--- config.mk ---
export PLATFORM = sky130hd
export DESIGN_NAME = cap_power_ctrl
export DESIGN_NICKNAME = d
export VERILOG_FILES = /design/src/common/cap_pkg.sv /design/src/hdl/cap_edge_counter.sv /design/src/hdl/cap_power_ctrl.sv
export SDC_FILE = /design/constraint.sdc
export NUM_CORES = 1
export LEC_CHECK = 0
export ABC_AREA = 0
export BUFFER_PORTS_ARGS = -buffer_cell sky130_fd_sc_hd__buf_4
export CAP_MARGIN = 25
export CELL_PAD_IN_SITES_DETAIL_PLACEMENT = 0
export CELL_PAD_IN_SITES_GLOBAL_PLACEMENT = 1
export CORE_AREA = 8 8 136 138
export CTS_BUF_LIST = sky130_fd_sc_hd__clkbuf_4 sky130_fd_sc_hd__clkbuf_8
export DETAILED_ROUTE_END_ITERATION = 10
export DIE_AREA = 0 0 144 146
export HOLD_SLACK_MARGIN = 0.06
export PLACE_DENSITY = 0.59
export SLEW_MARGIN = 20
export SYNTH_ARGS = -nofsm -noshare
export SYNTH_HDL_FRONTEND = slang
export SYNTH_SLANG_ARGS = --single-unit
--- constraint.sdc ---
create_clock -name clock -period 2.9 [get_ports clock]
set_input_delay 0 -clock clock [delete_from_list [all_inputs] [get_ports clock]]
set_output_delay 0 -clock clock [all_outputs]
set_load 0.03 [all_outputs]
--- src/common/cap_pkg.sv ---
/*
 * Shared constants and carrier types of the bus activity and power
 * control block. Assumes a single 100 MHz system clock.
 */
package cap_pkg;
  // Clock and timebase
  localparam int CLK_PERIOD_NS = 10;
  localparam int MS_NS = 1000000;
  localparam int CYC_PER_MS = MS_NS / CLK_PERIOD_NS;
  // Delays in milliseconds or minutes, as printed
  localparam int SAMPLE_MS = 20;
  localparam int LP_DELAY_MS = 1000;
  localparam int SETTLE_MS = 50;
  localparam int WAKE_HOLD_MS = 1000;
  localparam int LED_ON_MS = 16;
  localparam int LED_PERIOD_MS = 4000;
  localparam int MS_PER_MIN = 60000;
  localparam int TO_SHORT_MIN = 2;
  localparam int TO_LONG_MIN = 10;
  localparam int TO_SHORT_MS = TO_SHORT_MIN * MS_PER_MIN;
  localparam int TO_LONG_MS = TO_LONG_MIN * MS_PER_MIN;
  // Narrowest bus pulse; one clock sample per cycle is enough
  localparam int MIN_PULSE_NS = 30;
  localparam int MIN_PULSE_CYC = MIN_PULSE_NS / CLK_PERIOD_NS;
  // Edges per sample interval for an active bus
  localparam logic [3:0] ACT_EDGES = 4'h8;
  // Configuration register selects
  localparam logic [1:0] SEL_FREQ = 2'h0;
  localparam logic [1:0] SEL_PWR_A = 2'h1;
  localparam logic [1:0] SEL_PWR_B = 2'h2;
  // Reset values
  localparam logic [7:0] FREQ_CFG_RST = 8'hFF;
  localparam logic [7:0] PWR_A_RST = 8'h80;
  localparam logic [7:0] PWR_B_RST = 8'h88;
  // Field positions
  localparam int FM_MATCH_BIT = 0;
  localparam int FM_NOSIG_BIT = 1;
  localparam int FM_STDBLK_BIT = 2;
  localparam int PA_MASTER_BIT = 7;
  localparam int PB_ACTOUT_BIT = 0;
  localparam int PB_TOSHORT_BIT = 2;
  localparam int PB_WAKE_BIT = 3;
  localparam int PB_LEDFL_BIT = 4;
  localparam int PB_MONEN_BIT = 7;
  localparam int LED_COUNT = 5;

  // Protocol search status from the interpreter
  typedef struct packed {
    logic searching;
    logic protocol_active;
    logic freq_match;
    logic no_signal;
    logic nonstd_rate;
    logic std_detected;
  } cap_search_t;

  typedef enum logic [2:0] {
    ST_RUN = 3'b000,
    ST_DELAY = 3'b001,
    ST_LED_OFF = 3'b010,
    ST_PWR1 = 3'b011,
    ST_PWR2 = 3'b100,
    ST_LOW = 3'b101,
    ST_WAKE1 = 3'b110,
    ST_WAKE2 = 3'b111
  } cap_state_t;
endpackage

--- src/hdl/cap_edge_counter.sv ---
/*
 * Edge counter on the bus receive input, judged once per sample pulse.
 * Assumes can_rx is synchronous to clock and sample is one cycle wide.
 */
`timescale 1ns/1ns
module cap_edge_counter (
  input wire logic clock,
  input wire logic rst_n,
  input wire logic can_rx,
  input wire logic sample,
  output logic active
);
  logic rx_prev_ff;
  logic [3:0] cnt_ff;
  logic active_ff;
  logic nxt_rx_prev;
  logic [3:0] nxt_cnt;
  logic nxt_active;
  logic edge_now;
  logic [4:0] total;

  // rising edge count
  // Saturating; an edge in the sample cycle counts there only, never twice
  always_comb begin
    edge_now = can_rx & ~rx_prev_ff;
    total = {1'b0, cnt_ff} + {4'h0, edge_now};
    nxt_rx_prev = can_rx;
    nxt_active = active_ff;
    nxt_cnt = cnt_ff;
    if (sample) begin
      nxt_active = (total >= {1'b0, cap_pkg::ACT_EDGES});
      nxt_cnt = 4'h0;
    end else if (edge_now && cnt_ff != 4'hF) begin
      nxt_cnt = total[3:0];
    end
  end

  always_ff @(posedge clock) begin
    if (!rst_n) begin
      rx_prev_ff <= 1'b1; // Recessive idle, so no false edge
      cnt_ff <= 4'h0;
      active_ff <= 1'b0;
    end else begin
      rx_prev_ff <= nxt_rx_prev;
      cnt_ff <= nxt_cnt;
      active_ff <= nxt_active;
    end
  end

  assign active = active_ff;

  property p_act_thresh;
    @(posedge clock) disable iff (!rst_n)
      sample |=> (active == ($past(total) >= 5'h08));
  endproperty
  a_act_thresh: assert property (p_act_thresh) else $error("activity judged wrongly");

  property p_edge_count;
    @(posedge clock) disable iff (!rst_n)
      (!sample && edge_now && cnt_ff < 4'hF) |=> (cnt_ff == $past(cnt_ff) + 4'h1);
  endproperty
  a_edge_count: assert property (p_edge_count) else $error("edge not counted");
endmodule

--- src/hdl/cap_power_ctrl.sv ---
/*
 * Bus activity monitor, send permission during protocol search,
 * transceiver mode pins, control output and low power sequencer.
 * Assumes command inputs are one-cycle pulses from the interpreter
 * and all inputs are synchronous to clock.
 */
`timescale 1ns/1ns
module cap_power_ctrl #(
  parameter int CYC_PER_MS = cap_pkg::CYC_PER_MS,
  parameter int TO_SHORT_MS = cap_pkg::TO_SHORT_MS,
  parameter int TO_LONG_MS = cap_pkg::TO_LONG_MS
) (
  input wire logic clock,
  input wire logic rst_n,
  input wire logic can_rx,
  input wire cap_pkg::cap_search_t search,
  input wire logic bypass_initiation_cmd,
  input wire logic monitoring_mode,
  input wire logic cfg_wr,
  input wire logic [1:0] cfg_sel,
  input wire logic [7:0] cfg_wdata,
  input wire logic [1:0] xcvr_mode_default,
  input wire logic transceiver_mode_cmd,
  input wire logic [1:0] transceiver_mode_num,
  input wire logic restore_defaults_cmd,
  input wire logic full_reset_cmd,
  input wire logic warm_start_cmd,
  input wire logic control_output_set_cmd,
  input wire logic control_output_level,
  input wire logic read_input_one_cmd,
  input wire logic read_input_two_cmd,
  input wire logic gp_in_one,
  input wire logic gp_in_two,
  input wire logic low_power_cmd,
  output logic send_permit,
  output logic xcvr_mode_hi,
  output logic xcvr_mode_lo,
  output logic control_out,
  output logic input_report_valid,
  output logic input_report,
  output logic [4:0] led_enable,
  output logic act_led,
  output logic pwr_ctrl_one,
  output logic pwr_ctrl_two,
  output logic reduced_power,
  output logic wake_start,
  output logic bus_active
);
  localparam int CW = $clog2(CYC_PER_MS);

  logic [CW-1:0] cyc_ff, nxt_cyc;
  logic ms_ff, nxt_ms;
  logic [4:0] samp_ff, nxt_samp;
  logic sample_ff, nxt_sample;
  logic [11:0] led_cnt_ff, nxt_led_cnt;
  logic [19:0] idle_ff, nxt_idle;
  logic [10:0] seq_ff, nxt_seq;
  logic [7:0] freq_cfg_ff, nxt_freq_cfg;
  logic [7:0] pwr_a_ff, nxt_pwr_a;
  logic [7:0] pwr_b_ff, nxt_pwr_b;
  logic bypass_ff, nxt_bypass;
  logic [1:0] mode_ff, nxt_mode;
  logic ctrl_lvl_ff, nxt_ctrl_lvl;
  logic ctrl_out_ff, nxt_ctrl_out;
  logic permit_ff, nxt_permit;
  logic rep_v_ff, nxt_rep_v;
  logic rep_ff, nxt_rep;
  logic act_prev_ff;
  logic seen_ff, nxt_seen;
  cap_pkg::cap_state_t st_ff, nxt_st;
  logic [4:0] led_ff, nxt_led;
  logic act_led_ff, nxt_act_led;
  logic p1_ff, nxt_p1;
  logic p2_ff, nxt_p2;
  logic red_ff, nxt_red;
  logic wake_ff, nxt_wake;
  logic can_active;
  logic soft_rst;
  logic master;
  logic idle_trip;
  logic [19:0] to_ms;
  logic fm_ok;

  cap_edge_counter u_edge (
    .clock(clock),
    .rst_n(rst_n),
    .can_rx(can_rx),
    .sample(sample_ff),
    .active(can_active)
  );

  assign soft_rst = full_reset_cmd | warm_start_cmd;
  assign master = pwr_a_ff[cap_pkg::PA_MASTER_BIT];

  always_comb begin
    nxt_ms = 1'b0;
    nxt_cyc = cyc_ff + CW'(1);
    if (cyc_ff == CW'(CYC_PER_MS - 1)) begin
      nxt_cyc = '0;
      nxt_ms = 1'b1;
    end
    nxt_sample = 1'b0;
    nxt_samp = samp_ff;
    if (ms_ff) begin
      nxt_samp = samp_ff + 5'h01;
      if (samp_ff == 5'(cap_pkg::SAMPLE_MS - 1)) begin
        nxt_samp = 5'h00;
        nxt_sample = 1'b1;
      end
    end
    nxt_led_cnt = led_cnt_ff;
    if (ms_ff) begin
      nxt_led_cnt = (led_cnt_ff == 12'(cap_pkg::LED_PERIOD_MS - 1)) ? 12'h000
                                                                   : led_cnt_ff + 12'h001;
    end
  end

  always_ff @(posedge clock) begin
    if (!rst_n) begin
      cyc_ff <= '0;
      ms_ff <= 1'b0;
      samp_ff <= 5'h00;
      sample_ff <= 1'b0;
      led_cnt_ff <= 12'h000;
    end else begin
      cyc_ff <= nxt_cyc;
      ms_ff <= nxt_ms;
      samp_ff <= nxt_samp;
      sample_ff <= nxt_sample;
      led_cnt_ff <= nxt_led_cnt;
    end
  end

  // Configuration, mode pins, control output, input reads, send permit
  always_comb begin
    nxt_freq_cfg = freq_cfg_ff;
    nxt_pwr_a = pwr_a_ff;
    nxt_pwr_b = pwr_b_ff;
    if (cfg_wr && cfg_sel == cap_pkg::SEL_FREQ) nxt_freq_cfg = cfg_wdata;
    if (cfg_wr && cfg_sel == cap_pkg::SEL_PWR_A) nxt_pwr_a = cfg_wdata;
    if (cfg_wr && cfg_sel == cap_pkg::SEL_PWR_B) nxt_pwr_b = cfg_wdata;
    nxt_bypass = (bypass_ff | bypass_initiation_cmd) & ~soft_rst;
    nxt_mode = mode_ff;
    if (restore_defaults_cmd || soft_rst) begin
      nxt_mode = xcvr_mode_default;
    end else if (transceiver_mode_cmd) begin
      nxt_mode = transceiver_mode_num;
    end
    nxt_ctrl_lvl = ctrl_lvl_ff;
    if (soft_rst) begin
      nxt_ctrl_lvl = 1'b0;
    end else if (control_output_set_cmd) begin
      nxt_ctrl_lvl = control_output_level;
    end
    nxt_ctrl_out = pwr_b_ff[cap_pkg::PB_ACTOUT_BIT] ? can_active : nxt_ctrl_lvl;
    nxt_rep_v = read_input_one_cmd | read_input_two_cmd;
    nxt_rep = rep_ff;
    if (read_input_one_cmd) begin
      nxt_rep = gp_in_one;
    end else if (read_input_two_cmd) begin
      nxt_rep = gp_in_two;
    end
    fm_ok = ((search.freq_match & freq_cfg_ff[cap_pkg::FM_MATCH_BIT])
            | (search.no_signal & freq_cfg_ff[cap_pkg::FM_NOSIG_BIT]))
            & ~(freq_cfg_ff[cap_pkg::FM_STDBLK_BIT] & search.nonstd_rate
            & search.std_detected);
    nxt_permit = ~search.searching | search.protocol_active | nxt_bypass | fm_ok;
  end

  always_ff @(posedge clock) begin
    if (!rst_n) begin
      freq_cfg_ff <= cap_pkg::FREQ_CFG_RST;
      pwr_a_ff <= cap_pkg::PWR_A_RST;
      pwr_b_ff <= cap_pkg::PWR_B_RST;
      bypass_ff <= 1'b0;
      mode_ff <= xcvr_mode_default;
      ctrl_lvl_ff <= 1'b0;
      ctrl_out_ff <= 1'b0;
      permit_ff <= 1'b0;
      rep_v_ff <= 1'b0;
      rep_ff <= 1'b0;
    end else begin
      freq_cfg_ff <= nxt_freq_cfg;
      pwr_a_ff <= nxt_pwr_a;
      pwr_b_ff <= nxt_pwr_b;
      bypass_ff <= nxt_bypass;
      mode_ff <= nxt_mode;
      ctrl_lvl_ff <= nxt_ctrl_lvl;
      ctrl_out_ff <= nxt_ctrl_out;
      permit_ff <= nxt_permit;
      rep_v_ff <= nxt_rep_v;
      rep_ff <= nxt_rep;
    end
  end

  assign to_ms = pwr_b_ff[cap_pkg::PB_TOSHORT_BIT] ? 20'(TO_SHORT_MS) : 20'(TO_LONG_MS);
  // loss of activity trips entry when monitor enabled
  assign idle_trip = pwr_b_ff[cap_pkg::PB_MONEN_BIT] & ~monitoring_mode & (idle_ff >= to_ms);

  // Low power sequencer; waits counted in ms so the tick sets resolution
  always_comb begin
    nxt_st = st_ff;
    nxt_seq = seq_ff;
    nxt_led = led_ff;
    nxt_act_led = 1'b0;
    nxt_p1 = p1_ff;
    nxt_p2 = p2_ff;
    nxt_red = red_ff;
    nxt_wake = 1'b0;
    nxt_seen = seen_ff | (can_active & (st_ff == cap_pkg::ST_RUN));
    nxt_idle = idle_ff;
    if (can_active || st_ff != cap_pkg::ST_RUN) begin
      nxt_idle = 20'h00000;
    end else if (ms_ff && idle_ff != 20'hFFFFF) begin
      nxt_idle = idle_ff + 20'h00001;
    end
    if (ms_ff) nxt_seq = seq_ff + 11'h001;
    case (st_ff)
      cap_pkg::ST_RUN: begin
        if (master && (low_power_cmd || idle_trip)) begin
          nxt_st = cap_pkg::ST_DELAY;
          nxt_seq = 11'h000;
        end
      end
      cap_pkg::ST_DELAY: begin
        if (seq_ff >= 11'(cap_pkg::LP_DELAY_MS)) nxt_st = cap_pkg::ST_LED_OFF;
      end
      cap_pkg::ST_LED_OFF: begin
        nxt_led = 5'h00;
        nxt_st = cap_pkg::ST_PWR1;
        nxt_seq = 11'h000;
      end
      cap_pkg::ST_PWR1: begin
        nxt_p1 = 1'b0;
        if (seq_ff >= 11'(cap_pkg::SETTLE_MS)) begin
          nxt_p2 = 1'b0;
          nxt_st = cap_pkg::ST_PWR2;
          nxt_seq = 11'h000;
        end
      end
      cap_pkg::ST_PWR2: begin
        if (seq_ff >= 11'(cap_pkg::SETTLE_MS)) begin
          nxt_red = 1'b1;
          nxt_st = cap_pkg::ST_LOW;
        end
      end
      cap_pkg::ST_LOW: begin
        // flash per monitor level or config bit
        if (led_cnt_ff < 12'(cap_pkg::LED_ON_MS)) begin
          nxt_act_led = seen_ff ? pwr_b_ff[cap_pkg::PB_LEDFL_BIT] : can_rx;
        end
        // wake on activity rise when permitted
        if (can_active && !act_prev_ff && (pwr_b_ff[cap_pkg::PB_WAKE_BIT] || seen_ff)) begin
          nxt_red = 1'b0;
          nxt_p1 = 1'b1;
          nxt_st = cap_pkg::ST_WAKE1;
          nxt_seq = 11'h000;
        end
      end
      cap_pkg::ST_WAKE1: begin
        if (seq_ff >= 11'(cap_pkg::SETTLE_MS)) begin
          nxt_p2 = 1'b1;
          nxt_st = cap_pkg::ST_WAKE2;
          nxt_seq = 11'h000;
        end
      end
      cap_pkg::ST_WAKE2: begin
        if (seq_ff >= 11'(cap_pkg::WAKE_HOLD_MS)) begin
          nxt_led = 5'h1F;
          nxt_wake = 1'b1;
          nxt_seen = 1'b0;
          nxt_st = cap_pkg::ST_RUN;
        end
      end
      default: nxt_st = cap_pkg::ST_RUN;
    endcase
  end

  always_ff @(posedge clock) begin
    if (!rst_n) begin
      st_ff <= cap_pkg::ST_RUN;
      seq_ff <= 11'h000;
      led_ff <= 5'h1F;
      act_led_ff <= 1'b0;
      p1_ff <= 1'b1;
      p2_ff <= 1'b1;
      red_ff <= 1'b0;
      wake_ff <= 1'b0;
      seen_ff <= 1'b0;
      idle_ff <= 20'h00000;
      act_prev_ff <= 1'b0;
    end else begin
      st_ff <= nxt_st;
      seq_ff <= nxt_seq;
      led_ff <= nxt_led;
      act_led_ff <= nxt_act_led;
      p1_ff <= nxt_p1;
      p2_ff <= nxt_p2;
      red_ff <= nxt_red;
      wake_ff <= nxt_wake;
      seen_ff <= nxt_seen;
      idle_ff <= nxt_idle;
      act_prev_ff <= can_active;
    end
  end

  // mode pins held
  // All outputs straight from flip-flops; mode pins untouched by sequencer
  assign send_permit = permit_ff;
  assign xcvr_mode_hi = mode_ff[1];
  assign xcvr_mode_lo = mode_ff[0];
  assign control_out = ctrl_out_ff;
  assign input_report_valid = rep_v_ff;
  assign input_report = rep_ff;
  assign led_enable = led_ff;
  assign act_led = act_led_ff;
  assign pwr_ctrl_one = p1_ff;
  assign pwr_ctrl_two = p2_ff;
  assign reduced_power = red_ff;
  assign wake_start = wake_ff;
  assign bus_active = act_prev_ff;

  property p_mode_cmd;
    @(posedge clock) disable iff (!rst_n)
      (transceiver_mode_cmd && !restore_defaults_cmd && !soft_rst)
      |=> ({xcvr_mode_hi, xcvr_mode_lo} == $past(transceiver_mode_num));
  endproperty
  a_mode_cmd: assert property (p_mode_cmd) else $error("mode pins wrong");
  property p_mode_dflt;
    @(posedge clock) disable iff (!rst_n)
      restore_defaults_cmd |=> ({xcvr_mode_hi, xcvr_mode_lo} == $past(xcvr_mode_default));
  endproperty
  a_mode_dflt: assert property (p_mode_dflt) else $error("default not loaded");
  property p_mode_hold;
    @(posedge clock) disable iff (!rst_n)
      (st_ff == cap_pkg::ST_LOW && !transceiver_mode_cmd && !restore_defaults_cmd
       && !soft_rst) |=> $stable(mode_ff);
  endproperty
  a_mode_hold: assert property (p_mode_hold) else $error("mode changed in low power");
  property p_bypass;
    @(posedge clock) disable iff (!rst_n)
      (bypass_initiation_cmd && !soft_rst) |=> send_permit;
  endproperty
  a_bypass: assert property (p_bypass) else $error("bypass did not permit");
  property p_std_block;
    @(posedge clock) disable iff (!rst_n)
      (search.searching && !search.protocol_active && !nxt_bypass && search.nonstd_rate
       && search.std_detected && freq_cfg_ff[cap_pkg::FM_STDBLK_BIT]) |=> !send_permit;
  endproperty
  a_std_block: assert property (p_std_block) else $error("send not blocked");
  property p_ctrl_rst;
    @(posedge clock) disable iff (!rst_n)
      (soft_rst && !pwr_b_ff[cap_pkg::PB_ACTOUT_BIT]) |=> !control_out;
  endproperty
  a_ctrl_rst: assert property (p_ctrl_rst) else $error("control not low");
  property p_act_out;
    @(posedge clock) disable iff (!rst_n)
      pwr_b_ff[cap_pkg::PB_ACTOUT_BIT] |=> (control_out == $past(can_active));
  endproperty
  a_act_out: assert property (p_act_out) else $error("activity not on control");
  property p_master;
    @(posedge clock) disable iff (!rst_n)
      (st_ff == cap_pkg::ST_RUN && !master) |=> (st_ff == cap_pkg::ST_RUN);
  endproperty
  a_master: assert property (p_master) else $error("entry without master");
  property p_seq;
    @(posedge clock) disable iff (!rst_n)
      (st_ff == cap_pkg::ST_LED_OFF) |=> (led_enable == 5'h00 && pwr_ctrl_two)
      ##1 !pwr_ctrl_one;
  endproperty
  a_seq: assert property (p_seq) else $error("entry order wrong");
  c_entry: cover property (@(posedge clock) disable iff (!rst_n) st_ff == cap_pkg::ST_LOW);
  c_wake: cover property (@(posedge clock) disable iff (!rst_n) wake_start);
  c_block: cover property (@(posedge clock) disable iff (!rst_n)
    search.searching && !send_permit);
endmodule

# ---- After elaboration in Yosys (flattened, before gate mapping)
# Index checks and enable logic that the tools add are counted.
dict set report op_classes {
  n_addsub 6
  order_cmp 5
  n_eq_ne 22
  n_mux 39
  bitwise_logic 24
  reduce_logical 33
}
# op count
set ops {}
lappend ops {{two-way mux 11 bit} 4}
lappend ops {{one-hot mux 11 bit (4 select lines)} 1}
lappend ops {{one-hot mux 3 bit (8 select lines)} 1}
lappend ops {{two-way mux 3 bit} 7}
lappend ops {{adder 20 x 1 -> 20 bit, second input constant} 1}
lappend ops {{greater-or-equal comparator 20 bit} 1}
lappend ops {{two-way mux 20 bit} 1}
lappend ops {{!= test 20 bit, second input constant} 1}
lappend ops {{adder 17 x 1 -> 17 bit, second input constant} 1}
lappend ops {{== test 17 bit, second input constant} 1}
lappend ops {{two-way mux 1 bit} 15}
lappend ops {{adder 12 x 1 -> 12 bit, second input constant} 1}
lappend ops {{== test 12 bit, second input constant} 1}
lappend ops {{== test 3 bit, second input constant} 4}
lappend ops {{less-than comparator 12 x 5 -> 1 bit, second input constant} 1}
lappend ops {{two-way mux 12 bit} 1}
lappend ops {{!= test 2 bit, second input constant} 6}
lappend ops {{adder 11 x 1 -> 11 bit, second input constant} 1}
lappend ops {{greater-or-equal comparator 11 x 10 -> 1 bit, second input constant} 1}
lappend ops {{greater-or-equal comparator 11 x 6 -> 1 bit, second input constant} 1}
lappend ops {{AND 1 bit} 10}
lappend ops {{two-way mux 5 bit} 2}
lappend ops {{one-hot mux 5 bit (2 select lines)} 1}
lappend ops {{nonzero test 2 bit} 5}
lappend ops {{other kinds (25)} 60}
dict set report totals {
  ff_bits 115
  wordCells 158
}

# ---- Depth between registers and ports, before layout
dict set report depth {
  depth_word 7
  mapped_depth 8
  ltp_nobuf 7
}

# ---- Modules after synthesis
# Synthesis repeated with hierarchy kept, for this count alone.
dict set report unflattened {
  hier_cells 531
  area_unflattened_um2 4718.3
}
# module instances cells_each area_each_um2
set modules_own_cells {}
lappend modules_own_cells {cap_power_ctrl 1 504 4416.7}
lappend modules_own_cells {cap_edge_counter 1 27 301.5}

# ---- Worst setup path before layout
# No wires, ideal clock.
dict set report synth_timing {
  path_type {reg-to-reg}
  start {register pwr_b_ff[2]}
  end {register seq_ff[0]}
  setup_time_ns 0.122
  arrival_ns 1.731
  required_ns 2.778
  setup_slack_ns 1.047
  stages_incl_launch_ff 8
  path_buffers 1
  cell_sequence {dfxtp_1 inv_1 ha_1 nand4_1 or4_1 nand4_1 buf_2 a21oi_1}
}
dict set report synth_via {
  elab_chain_len 7
}
# element line
set synth_rtl {}
lappend synth_rtl {{from (decl)} cap_power_ctrl.sv:60} ;# logic [7:0] pwr_b_ff, nxt_pwr_b;
lappend synth_rtl {{from (signal assigned)} cap_power_ctrl.sv:174} ;# pwr_b_ff <= cap_pkg::PWR_B_RST;
lappend synth_rtl {{from (signal assigned)} cap_power_ctrl.sv:185} ;# pwr_b_ff <= nxt_pwr_b;
lappend synth_rtl {{two-way mux 20 bit} cap_power_ctrl.sv:196} ;# assign to_ms = pwr_b_ff[cap_pkg::PB_TOSHORT_BIT] ? 20'(TO_SHORT_MS) : 20'(TO_LONG_MS);
lappend synth_rtl {{greater-or-equal comparator 20 bit} cap_power_ctrl.sv:198} ;# assign idle_trip = pwr_b_ff[cap_pkg::PB_MONEN_BIT] & ~monitoring_mode & (idle_ff >= to_ms);
lappend synth_rtl {{AND 1 bit} cap_power_ctrl.sv:198}
lappend synth_rtl {{logical OR 1 bit} cap_power_ctrl.sv:220} ;# if (master && (low_power_cmd || idle_trip)) begin
lappend synth_rtl {{logical AND 1 bit} cap_power_ctrl.sv:220}
lappend synth_rtl {{two-way mux 11 bit} cap_power_ctrl.sv:220}
lappend synth_rtl {{one-hot mux 11 bit (4 select lines)} cap_power_ctrl.sv:218} ;# case (st_ff)
lappend synth_rtl {{to (signal assigned)} cap_power_ctrl.sv:294} ;# seq_ff <= nxt_seq;
lappend synth_rtl {{to (decl)} cap_power_ctrl.sv:57} ;# logic [10:0] seq_ff, nxt_seq;
# Every way passes these cells.
# A chain may end at the register's enable or synchronous reset.

# ---- Worst setup path in the final report
dict set report layout_timing {
  start {register pwr_b_ff[2]}
  end {register seq_ff[1]}
}
# The elaborated chain is that of the path after synthesis.

==> results.md <==
* DRT iter0 DRCs at 140
* Drt wl/cell at 13.5 µm
* Die Y at 146 µm
* CP arrival at 2.63 ns
* Slew of the pin with the lowest slew margin at 0.699 ns
* Final min period at 2.35 ns
* Synth top area share at 0.411
* Layout cells sized above 1 at 0.139
* Sequential element share of the synthesized area at 0.424
* Placer congestion estimate at 0.796
* Post-DRT Antenna Nets at 0
* Final Max Slew Viols at 0
* Static leakage at 0.00219 µW
* Area Overhead vs Synth at 23.8%
* Mapped Nets at 601
* #FFs+latches synth at 101
* Core region area at 16300 µm²
* Post-CTS Setup Bufs at 0
* First-pass GRT wire length at 19600 µm
* HPWL Detailed at 8330 µm
* Hold buffers post-CTS at 35
* Root buf cell: clkbuf_8
* EDFF count, synth at 2
* Final hold vios at 0
* Max_slew headroom at 0.530
* Synth cell types at 59
* Synth Flop Type: dfxtp_1
* Cell count after synthesis at 548
* Worst EP required at 3.19 ns
* Worst min path class: in2reg
* CP Class: reg2reg
* Worst-path clk slew at 0.11 ns
* Largest net degree at the start of global routing at 24
* CTS sink cnt at 101
* Status: finished clean
* H-tree levels at 3
* Drt total wl at 11500 µm
* Initial Util at 0.296
* FP Rows at 47
* Synth Cell Area at 4820 µm²
* Critical Path Sink Type: flip-flop
* I/O Buffers at 51
* Die width at 144 µm
* Post-cts sizing count at 0
* CTS tree: done
* GRT Resource Usage Total at 0.114
* Antenna Cells at 0
* Peak VDD IR at 0.000325 V
* RSZ-0062 raised after global routing: false
* DRT Pass-1 Iters at 4
* Fillcell total at 1739
* Num CTS Buffers at 9
* Area of the die at 21000 µm²
* Async S/R FF share, synth at 0
* Clock Skew at 0.0179 ns
* Power per cell area at 434 nW/µm²
* DR vias/cell at 4.81
* PnR worst setup slack at 0.555 ns
* Setup TNS Final at 0 ns
* Largest area contributor in the netlist: dfxtp_1
* Initial antenna violation count at 0
* F_max at 0.426 GHz
* Io pins at 54
* # DRC at 0
* Type of origin of the critical path: flip-flop
* Nets@finish at 681
* Post-Syn Area per Cell at 8.79 µm²
* CTS Buffer Depth at 2
* Pre-CTS setup slack at 0.559 ns
* Vias in the first global route at 4108
* Final setup vio count at 0
* Skew-Pair Late Insertion Delay at 0.38 ns
* Crit share post-route at 0.809
* Worst-path fanout max at 11
* Vias after detailed routing at 4102
* Grt ovf at 0
* Max-Cap Viols at 0
* Synth top area cells: dfxtp_1, nor2_1, xor2_1
* Warnings from Yosys at 0
-- critical path, cell delays in order (launching register included) --
cell	delay, ns
dfxtp_1	0.47
inv_1	0.13
ha_1	0.31
a21oi_1	0.14
nor2_1	0.06
o41ai_2	0.34
nand4_1	0.45
a221oi_1	0.36
-- layout by cell type (no fill, tap or decap), types with 5 or more instances in the layout --
| cell | n |
|---|---|
| dfxtp_1 | 99 |
| nor2_1 | 70 |
| buf_4 | 57 |
| nand2_1 | 46 |
| dlygate4sd3_1 | 35 |
| a21oi_1 | 28 |
| xor2_1 | 28 |
| xnor2_1 | 20 |
| nand4_1 | 18 |
| nor3_1 | 17 |
| nand3_1 | 17 |
| inv_1 | 16 |
| mux2i_1 | 16 |
| ha_1 | 16 |
| nor4_1 | 14 |
| o21ai_0 | 13 |
| nand2b_1 | 12 |
| and3_1 | 10 |
| clkbuf_8 | 9 |
| and2_1 | 7 |
| or4_1 | 6 |
| o211ai_1 | 6 |
| nor2b_1 | 5 |
-- cells in the mapped netlist (3+ instances only) --
cell       n
o21ai_0   13
ha_1      16
buf_4      4
mux2_2     3
a211oi_1   4
and2_1     7
or4_1      6
clkbuf_1  10
and3_1    10
or3_1      3
nand2b_1  12
nand2_1   46
nand3b_1   3
nand3_1   17
xnor2_1   20
o221a_2    3
nor2_1    70
buf_2      6
a21oi_1   28
dfxtp_1   99
nor3b_1    4
nor2b_1    5
inv_1     16
mux2i_1   16
o211ai_1   6
xor2_1    28
o31ai_1    3
nand4_1   18
nor3_1    17
nor4_1    14
a31oi_1    4
buf_1      3
-- cell families after synthesis --
family                   Yosys count  share of synthesized area
multiplexers                      19                     0.0403
AND/OR/NAND/NOR                  243                      0.255
AO/OA/AOI/OAI                     82                      0.117
flip-flops                       101                      0.424
XOR/XNOR                          48                     0.0873
buffers and inverters             39                     0.0351
adder cells (fa/ha/maj)           16                     0.0416
-- worst paths after layout --
check | start | endpoint | slack (ns) | cells after the start
setup / recovery | pwr_b_ff[2]$_SDFFE_PN0P_ | seq_ff[1]$_SDFF_PN0_ | 0.55 | 7
hold / removal | control_output_level | control_out$_SDFF_PN0_ | 0.12 | 5
setup reg to reg | pwr_b_ff[2]$_SDFFE_PN0P_ | seq_ff[1]$_SDFF_PN0_ | 0.55 | 7
hold reg to reg | cyc_ff[0]$_SDFF_PP0_ | cyc_ff[0]$_SDFF_PP0_ | 0.44 | 1
-- flip-flops by register name (all words and copies together) (netlist names), 2 cells and up --
signal / cells
seq_ff: 11
cyc_ff: 17
led_cnt_ff: 12
freq_cfg_ff: 3
mode_ff: 2
pwr_b_ff: 5
u_edge.cnt_ff: 4
st_ff: 3
idle_ff: 20
samp_ff: 5
-- metrics by stage --
stage                     total power, µW  area [µm²]  hold slack, ns  std cells   util
after global routing                 2720        5960           0.249        853  0.366
after floorplan                      1560        4820          0.0770        548      -
after global placement               1640        5410           0.186        802  0.332
after detailed placement             1650        5410           0.189        802  0.332
after CTS                            2640        5960          0.0940        853  0.366
final                                2590        5960           0.118        853  0.366
-- final cells by class --
type,count,area [µm²],area share
clock buffers,10,131,0.0220
clock inverters,6,70.1,0.0117
inverters,16,60.1,0.0101
multi-input cells,408,2610,0.437
flip-flops and latches,101,2040,0.342
well taps,220,275,0.0462
repair buffers,92,778,0.131
-- per-layer routing --
metal	global-route usage	part of all wire	wire length (µm)	up-vias
li1	-	-	-	2104
met1	0.135	0.46	5270	1933
met2	0.190	0.49	5610	49
met3	0.0367	0.036	412	16
met4	0.0379	0.021	240	0
met5	0	0	0	-
-- where the power goes --
group          total (µW)  switching, µW  leakage [µW]  internal (µW)
registers            1430           18.2      0.000822           1410
logic                 220            110       0.00126            110
clock network         943            522      0.000105            420
(Power assumes the default switching activity.)
